### config.mk
export PLATFORM = sky130hd
export DESIGN_NAME = dual_mode_host_port
export DESIGN_NICKNAME = d
export VERILOG_FILES = /design/src/host_port_pkg.sv /design/src/dual_mode_host_port.sv /design/src/pin_sync.sv
export SDC_FILE = /design/constraint.sdc
export NUM_CORES = 1
export LEC_CHECK = 0
export BUFFER_PORTS_ARGS = -buffer_cell sky130_fd_sc_hd__buf_4
export CAP_MARGIN = 20
export CORE_UTILIZATION = 56
export CTS_CLUSTER_DIAMETER = 30
export CTS_CLUSTER_SIZE = 28
export DETAILED_ROUTE_END_ITERATION = 6
export GPL_ROUTABILITY_DRIVEN = 1
export MAX_ROUTING_LAYER = met4
export PLACE_DENSITY = 0.95
export SETUP_SLACK_MARGIN = 0.02
export SLEW_MARGIN = 40
export SYNTH_ARGS = -nofsm -noshare
export SYNTH_HDL_FRONTEND = slang
export SYNTH_SLANG_ARGS = --single-unit
### constraint.sdc
create_clock -name mclk_i -period 4.5 [get_ports mclk_i]
set_input_delay 0.225 -clock mclk_i [delete_from_list [all_inputs] [get_ports mclk_i]]
set_output_delay 0.225 -clock mclk_i [all_outputs]
set_load 0.05 [all_outputs]
### src/host_port_pkg.sv
package host_port_pkg;
  // bus widths
  localparam int DATA_W = 16;
  localparam int ADDR_W = 3;
  localparam int LOC_N = 8;
  // depth of the pin synchroniser
  localparam int SYNC_STAGES = 3;
  // reset values
  localparam logic [15:0] DATA_RST = 16'h0000;
  localparam logic [2:0] ADDR_RST = 3'h0;
  // strobe scheme selected by the mode pin
  localparam logic MODE_SEPARATE = 1'b0;
  localparam logic MODE_SINGLE = 1'b1;
  // direction input level meaning read
  localparam logic DIR_READ = 1'b1;
  // one-hot port states
  typedef enum logic [2:0] {
    ST_IDLE  = 3'b001,
    ST_WRITE = 3'b010,
    ST_READ  = 3'b100
  } port_state_t;
endpackage

### src/dual_mode_host_port.sv
`timescale 1ns/1ps
// Function
// mode pin picks separate or single strobes
// write strobe rise captures data under select
// single strobe rise captures data when writing
// direction high reads while strobe is low
// read and select low drive data
// host holds select like address lines; single mode decode ignores select
// data bus sixteen bits, bit fifteen top
// address bus three bits, bit two top
// host may read channel output data
// updates applied on one processing clock edge
// bus released whenever no read active
module dual_mode_host_port
  import host_port_pkg::*;
#(
  parameter int DW = DATA_W,
  parameter int AW = ADDR_W
) (
  // clock, reset, enable
  input wire logic mclk_i,
  input wire logic rst_n_i,
  input wire logic ce_i,
  // host pins
  input wire logic host_mode_i,
  input wire logic host_chip_sel_n_i,
  input wire logic [AW-1:0] host_addr_i,
  input wire logic host_wr_strobe_n_i,
  input wire logic host_rd_n_i,
  input wire logic [DW-1:0] host_data_i,
  output logic [DW-1:0] host_data_o,
  output logic host_data_oe_o,
  // core side: read data per location, write update
  input wire logic [LOC_N*DW-1:0] core_rd_data_i,
  output logic [DW-1:0] core_wr_data_o,
  output logic [AW-1:0] core_wr_addr_o,
  output logic core_wr_stb_o,
  output logic [AW-1:0] core_rd_addr_o,
  output logic core_rd_stb_o
);
  // pin bundle through the three-stage synchroniser
  // one bundle keeps every pin on the same delay, so a strobe never outruns its data
  localparam int PW = 3 + AW + DW + 1;
  localparam logic [PW-1:0] PIN_RST = {1'b1, 1'b1, 1'b1, {AW{1'b0}}, {DW{1'b0}},
                                       MODE_SEPARATE};
  logic [PW-1:0] pins_sync;
  pin_sync #(.WIDTH(PW), .RST_VAL(PIN_RST)) pin_sync_i (
    .mclk_i(mclk_i),
    .rst_n_i(rst_n_i),
    .ce_i(ce_i),
    .async_i({host_chip_sel_n_i, host_wr_strobe_n_i, host_rd_n_i, host_addr_i,
              host_data_i, host_mode_i}),
    .sync_o(pins_sync)
  );
  // unpacked synchronised pins
  wire cs_n = pins_sync[PW-1];
  wire wr_n = pins_sync[PW-2];
  wire rd_n = pins_sync[PW-3]; // read strobe, or direction in single mode
  wire [AW-1:0] addr = pins_sync[DW+AW:DW+1];
  wire [DW-1:0] data = pins_sync[DW:1];
  wire mode = pins_sync[0];

  // decode of the strobe scheme
  function automatic logic wr_active(input logic m, input logic c, input logic w,
                                     input logic r);
    // separate: write strobe low under select; single: strobe low, direction write
    wr_active = (m == MODE_SEPARATE) ? (!w && !c) : (!w && (r != DIR_READ));
  endfunction
  function automatic logic rd_active(input logic m, input logic c, input logic w,
                                     input logic r);
    rd_active = (m == MODE_SEPARATE) ? (!r && !c) : (!w && (r == DIR_READ));
  endfunction

  // live decode of the synchronised pins
  wire wr_now = wr_active(mode, cs_n, wr_n, rd_n);
  wire rd_now = rd_active(mode, cs_n, wr_n, rd_n);

  // port state and capture registers
  port_state_t state;
  port_state_t next_state;
  logic [DW-1:0] hold_data; // write holding register
  logic [AW-1:0] hold_addr;
  logic [DW-1:0] wr_data_q;
  logic [AW-1:0] wr_addr_q;

  // write ends on strobe rise: leaving write state captures
  wire wr_rise = (state == ST_WRITE) && !wr_now;
  wire [DW-1:0] rd_word = core_rd_data_i[addr*DW +: DW];

  // state transitions
  always_comb begin
    case (state)
      ST_IDLE: next_state = wr_now ? ST_WRITE : (rd_now ? ST_READ : ST_IDLE);
      ST_WRITE: next_state = wr_now ? ST_WRITE : ST_IDLE;
      ST_READ: next_state = rd_now ? ST_READ : ST_IDLE;
      default: next_state = ST_IDLE;
    endcase
  end

  // state, holding register and core strobes
  always_ff @(posedge mclk_i or negedge rst_n_i) begin
    if (!rst_n_i) begin
      state <= ST_IDLE;
      hold_data <= DATA_RST;
      hold_addr <= ADDR_RST;
      wr_data_q <= DATA_RST;
      wr_addr_q <= ADDR_RST;
      core_wr_stb_o <= 1'b0;
      core_rd_stb_o <= 1'b0;
      core_rd_addr_o <= ADDR_RST;
    end else if (ce_i) begin
      state <= next_state;
      // track bus while strobe low; last value is the rising-edge value
      if (wr_now) begin
        hold_data <= data;
        hold_addr <= addr;
      end
      // one clean update pulse on the processing clock
      core_wr_stb_o <= wr_rise;
      if (wr_rise) begin
        wr_data_q <= hold_data;
        wr_addr_q <= hold_addr;
      end
      core_rd_stb_o <= (state == ST_IDLE) && rd_now;
      if (rd_now) begin
        core_rd_addr_o <= addr;
      end
    end
  end

  assign core_wr_data_o = wr_data_q;
  assign core_wr_addr_o = wr_addr_q;

  // data bus drive; oe only during a read, else released
  always_ff @(posedge mclk_i or negedge rst_n_i) begin
    if (!rst_n_i) begin
      host_data_o <= DATA_RST;
      host_data_oe_o <= 1'b0;
    end else if (ce_i) begin
      host_data_oe_o <= rd_now;
      host_data_o <= rd_now ? rd_word : DATA_RST;
    end
  end

  // a write may not overlap a drive of the bus
  no_contend_a: assert property (@(posedge mclk_i) disable iff (!rst_n_i)
    (ce_i && wr_now) |=> !host_data_oe_o)
    else $error("data bus driven during write");
  read_drive_a: assert property (@(posedge mclk_i) disable iff (!rst_n_i)
    (ce_i && mode == MODE_SEPARATE && !rd_n && !cs_n) |=> host_data_oe_o)
    else $error("separate read not driven");
  single_read_a: assert property (@(posedge mclk_i) disable iff (!rst_n_i)
    (ce_i && mode == MODE_SINGLE && !wr_n && rd_n) |=>
    (host_data_oe_o && host_data_o == $past(rd_word)))
    else $error("single strobe read wrong");
  sep_write_a: assert property (@(posedge mclk_i) disable iff (!rst_n_i)
    (ce_i && state == ST_WRITE && mode == MODE_SEPARATE && wr_n) |=> core_wr_stb_o)
    else $error("write edge not taken");
  sel_gate_a: assert property (@(posedge mclk_i) disable iff (!rst_n_i)
    (ce_i && state == ST_IDLE && mode == MODE_SEPARATE && cs_n) |=> state != ST_WRITE)
    else $error("write without select");
  single_write_a: assert property (@(posedge mclk_i) disable iff (!rst_n_i)
    (ce_i && wr_rise) |=> (core_wr_data_o == $past(hold_data) && core_wr_stb_o))
    else $error("single write data lost");
  upd_pulse_a: assert property (@(posedge mclk_i) disable iff (!rst_n_i)
    (ce_i && core_wr_stb_o) |=> !core_wr_stb_o)
    else $error("update pulse too long");
  mode_sel_a: assert property (@(posedge mclk_i) disable iff (!rst_n_i)
    (ce_i && mode == MODE_SINGLE && wr_n) |=> !host_data_oe_o)
    else $error("single mode drive without strobe");

  // refusals and drive contents
  sel_read_a: assert property (@(posedge mclk_i) disable iff (!rst_n_i)
    (ce_i && mode == MODE_SEPARATE && cs_n) |=>
    !host_data_oe_o)
    else $error("separate read without select driven");
  drive_data_a: assert property (@(posedge mclk_i) disable iff (!rst_n_i)
    (ce_i && rd_now) |=>
    (host_data_o == $past(rd_word)))
    else $error("read word not from addressed location");
  release_zero_a: assert property (@(posedge mclk_i) disable iff (!rst_n_i)
    !host_data_oe_o |->
    (host_data_o == DATA_RST))
    else $error("released bus left holding data");
  rd_addr_a: assert property (@(posedge mclk_i) disable iff (!rst_n_i)
    (ce_i && rd_now) |=>
    (core_rd_addr_o == $past(addr)))
    else $error("read address not passed to core");

  // capture and core update
  hold_track_a: assert property (@(posedge mclk_i) disable iff (!rst_n_i)
    (ce_i && wr_now) |=>
    (hold_data == $past(data)))
    else $error("holding register missed bus value");
  wr_addr_a: assert property (@(posedge mclk_i) disable iff (!rst_n_i)
    (ce_i && wr_rise) |=>
    (core_wr_addr_o == $past(hold_addr)))
    else $error("write address lost");
  upd_idle_a: assert property (@(posedge mclk_i) disable iff (!rst_n_i)
    core_wr_stb_o |->
    (state != ST_WRITE))
    else $error("update pulse inside write");
  rd_pulse_a: assert property (@(posedge mclk_i) disable iff (!rst_n_i)
    (ce_i && core_rd_stb_o) |=>
    !core_rd_stb_o)
    else $error("read pulse too long");

  // clock enable low holds every register; a frozen port must not drift
  freeze_bus_a: assert property (@(posedge mclk_i) disable iff (!rst_n_i)
    !ce_i |=>
    ($stable(host_data_oe_o) && $stable(host_data_o)))
    else $error("bus drive moved while frozen");
  freeze_state_a: assert property (@(posedge mclk_i) disable iff (!rst_n_i)
    !ce_i |=>
    ($stable(state) && $stable(hold_data)))
    else $error("port state moved while frozen");
  freeze_core_a: assert property (@(posedge mclk_i) disable iff (!rst_n_i)
    !ce_i |=>
    ($stable(core_wr_stb_o) && $stable(core_rd_stb_o)))
    else $error("core strobes moved while frozen");
  state_onehot_a: assert property (@(posedge mclk_i) disable iff (!rst_n_i)
    ce_i |->
    $onehot(state))
    else $error("port state not one-hot");
endmodule // dual_mode_host_port

### src/pin_sync.sv
`timescale 1ns/1ps
// three-stage synchroniser; output changes once stages two and three agree
module pin_sync #(
  parameter int WIDTH = 1,
  parameter logic [WIDTH-1:0] RST_VAL = '0
) (
  // clock and reset
  input wire logic mclk_i,
  input wire logic rst_n_i,
  input wire logic ce_i,
  // asynchronous input and filtered result
  input wire logic [WIDTH-1:0] async_i,
  output logic [WIDTH-1:0] sync_o
);
  logic [WIDTH-1:0] meta; // first stage, read only by stage two
  logic [WIDTH-1:0] stage2;
  logic [WIDTH-1:0] stage3;
  // bitwise agreement of the two later stages
  wire [WIDTH-1:0] agree = ~(stage2 ^ stage3);
  wire [WIDTH-1:0] next_sync = (agree & stage3) | (~agree & sync_o);

  // shift chain
  always_ff @(posedge mclk_i or negedge rst_n_i) begin
    if (!rst_n_i) begin
      meta <= RST_VAL;
      stage2 <= RST_VAL;
      stage3 <= RST_VAL;
      sync_o <= RST_VAL;
    end else if (ce_i) begin
      meta <= async_i;
      stage2 <= meta;
      stage3 <= stage2;
      sync_o <= next_sync;
    end
  end
endmodule // pin_sync

**After elaboration in Yosys (flattened, before gate mapping)**

Index checks and enable logic that the tools add are counted.

- Muxes and demuxes: 7
- Shift-type cells: 1
- Bitwise gates (word level): 7
- Eq/ne operators: 3
- Reduce and logical (&&, ||, !) cells: 13

Operators by type and width:

| operator | count |
|---|---|
| $shiftx A128 B8 Y16 | 1 |
| $and A23 B23 Y23 | 2 |
| $not A23 Y23 | 2 |
| $or A23 B23 Y23 | 1 |
| $xor A23 B23 Y23 | 1 |
| $mux W16 | 1 |
| $pmux W3 S3 | 1 |
| $logic_and A1 B1 Y1 | 6 |
| $mux W3 | 2 |
| $reduce_and A2 Y1 | 3 |
| $logic_not A1 Y1 | 4 |
| $eq A3 B1 Y1 const B | 1 |
| $eq A3 B2 Y1 const B | 1 |
| $eq A3 B3 Y1 const B | 1 |
| $mux W1 | 2 |
| $mux W2 | 1 |
| $not A1 Y1 | 1 |

- Register bits after elaboration: 155
- Input port bits: 154
- Logic and storage cells: 45

**Logic depth before layout (Yosys ltp)**

- Depth in word-level cells: 6
- Gate-level depth with buffers: 6
- Mapped depth without buffers: 4

**Hierarchy**

From an unflattened synthesis, not the netlist that was laid out.

- Cell total of the unflattened synthesis: 499
- Area, all modules: 7205.7 um^2

By module, submodules not included:

| module | sequential area each (um^2) | cells each | area an instance (um^2) | instances |
|---|---|---|---|---|
| pin_sync | 2317.2 | 279 | 3811.2 | 1 |
| dual_mode_host_port | 1577.8 | 220 | 3394.5 | 1 |

**Least setup slack after synthesis**

No wires, ideal clock.

- Path kind: register -> register
- From: register with a tool-made name
- To: register hold_data[10]
- Arrival time: 1654 ps
- Stages on the path, launching flop included: 7
- Required time: 4375 ps
- Path slack: 2721 ps
- Cells stage by stage: dfrtp_1 nand2_1 or3b_4 or2_1 buf_6 buf_12 mux2_4

RTL lines:

| what | RTL line | RTL |
|---|---|---|
| end signal: assignment | dual_mode_host_port.sv:115 | `hold_data <= data;` |
| end: declaration | dual_mode_host_port.sv:81 | `logic [DW-1:0] hold_data;` |

==> flow_summary.ini <==
[status]
status = completed

[synthesis]
syn-instance-count = 506
dominantRegCellSynth = dfrtp_1
syn_avg_cell_area_um2 = 13.6
syn_area_um2 = 6900
syn-num-nets = 660
synth_cell_types = 32
synth-edff-count = 0
synth_warnings = 0
ys_ff_latch = 155
yosys.area.top_type = dfrtp_1
yosys-top-cells-count = dfrtp_1, mux2_2, o21ai_0
yosysMostFrequentCell = dfrtp_1
synth_top_area_share_pct = 51.5
ys_async_sr_fraction_pct = 100
synth_area_leaders = dfrtp_1, mux2_2, mux4_2, o21ai_0, dfstp_2
yosysSeqAreaShare_pct = 56.4

[setup_path]
cp.arrival_ps = 2460
criticalPathCategory = reg -> reg
cp-start-kind = flop
cp_data_required_time_ps = 4790
ff2ff_setup_slack_ps = 2320
crit_fanout = 11
end_kind = flop

[finish]
finish.utilization_pct = 76.1
area_growth_pct = 32.4
layout.nets = 849
antenna_cells = 0
drive_gt1_share_pct = 52.5
final_area_um2 = 9140

[placed_design]
dpl_cell_area_um2 = 8450
port_buffers = 194
routabilityCongestion = 0.833
dp_hpwl_mm = 11.7

[die]
io_pins = 195
start_util_pct = 57.5
die_w_um = 113
fp.dieH_um = 113
core_area_um2 = 12000
core.rowCount = 40
die_area_um2 = 12800

[sta]
slew_violations = 0
slew_headroom_pct = 56.6
timing.final.crit_share_pct = 48.4
finClkSkew_ps = 9.10
setup_viol = 0
tns_ps = 0
rsz0062_at_grt = no
fmax_mhz = 459
layout_min_cycle_time_ps = 2180
hold_viol_final = 0
tightestPinTransition_ps = 650

[grt]
grt_pass1_wl_mm = 27.4
antenna_found_initial = 0
grt_pass1_vias = 5317
gr-total-overflow = 0
grt_usage_pct = 29.0
grt_max_degree = 114

[power_and_ir_drop]
ir_drop_mv = 0.347
power.leakage_nw = 4.26
p_per_area_nw_per_um2 = 638

[detailed_routing]
vias_per_cell = 5.91
drcViolationCount = 0
antenna_left = 0
drt-initial-drc-count = 389
wl_per_cell_um = 20.5
drt_pre_antenna_iters = 5
drt_wl_total_mm = 17.5
num_vias = 5056

[clock_tree]
cts_tree = built
clk_pin_slew_worst_paths_ps = 60
clock_latency_ps = 410
cts_buffers = 17
htreeDepth = 4
root_buffer = clkbuf_16
clockBufferDepth = 2
ctsResizeCount = 0
cts_sinks = 155

[job]
cap_violations = 0

[min_path]
min_from = host_data_i[6]
hp-class = in -> reg
-- cell usage in the layout, fill, tap and decap left out, types with 2 or more instances in the layout --
master / count
mux2i_1: 16
clkinvlp_4: 2
a21oi_1: 26
nand2_1: 26
clkinv_2: 2
mux2_4: 10
mux4_2: 32
o21ai_0: 70
inv_1: 27
or2_2: 2
nor2_1: 4
inv_6: 3
clkbuf_16: 17
dfstp_2: 13
bufinv_16: 5
dfrtp_1: 141
o2bb2ai_1: 16
mux2_2: 77
clkinv_4: 2
buf_4: 199
-- critical path, cell delays in order (launching register included) --
cell	delay, ps
dfrtp_1	420
nand2_1	130
or3b_4	420
nand4_1	440
buf_4	290
mux2_2	360
-- stage by stage --
step	total power, mW	instances	hold slack [ps]	worst slack (ps)
3_3_place_gp	4.10	820	417	2130
4_1_cts	5.85	854	32.7	2330
2_1_floorplan	3.58	506	-70.6	2720
5_1_grt	6.08	855	35.4	2160
6_report	5.83	855	44.2	2320
3_5_place_dp	4.24	821	345	2320
-- what timing repair did --
item                                   CTS  global route
hold buffers                             1             0
setup buffers                            0             0
endpoints found under the hold margin   99             0
-- path summary, 6_finish.rpt --
check | cells after the start | to
max | 5 | core_wr_addr_o[2]$_DFFE_PN0P_
min | 2 | pin_sync_i.meta[7]$_DFFE_PN0P_
max reg2reg | 5 | core_wr_addr_o[2]$_DFFE_PN0P_
min reg2reg | 2 | pin_sync_i.stage3[22]$_DFFE_PN1P_
max in group asynchronous | 4 | pin_sync_i.meta[6]$_DFFE_PN0P_
min in group asynchronous | 2 | async pin
-- routing by layer --
layer	wire [µm]	track usage [%]	vias up
li1	-	-	2217
met1	6710	34.6	2543
met2	9140	48.2	242
met3	1110	6.64	54
met4	561	11.8	0
met5	0	-	-
-- cells by family after synthesis --
logic type	after synthesis	share of synthesized area, %
AOI/OAI and AO/OA	119	9.90
buffers and inverters	60	3.79
DFF	155	56.4
muxes	135	27.5
and+or+nand+nor	37	2.39
-- power breakdown --
group | internal [mW] | switching, mW | leakage, nW
sequential | 1.84 | 0.374 | 1.86
combinational | 0.933 | 1.12 | 2.09
clock | 0.990 | 0.572 | 0.311
total | 3.76 | 2.07 | 4.26
-- area by class of cell --
| cell class | count | area [µm²] |
|---|---|---|
| multi-input combinational | 291 | 2750 |
| sequential | 155 | 3900 |
| inverter | 27 | 101 |
| clock inverter | 14 | 219 |
| timing repair buffer | 203 | 1560 |
| tap | 147 | 184 |
| fill | 705 | 2880 |
| clock buffer | 18 | 429 |
(Power assumes the default switching activity.)
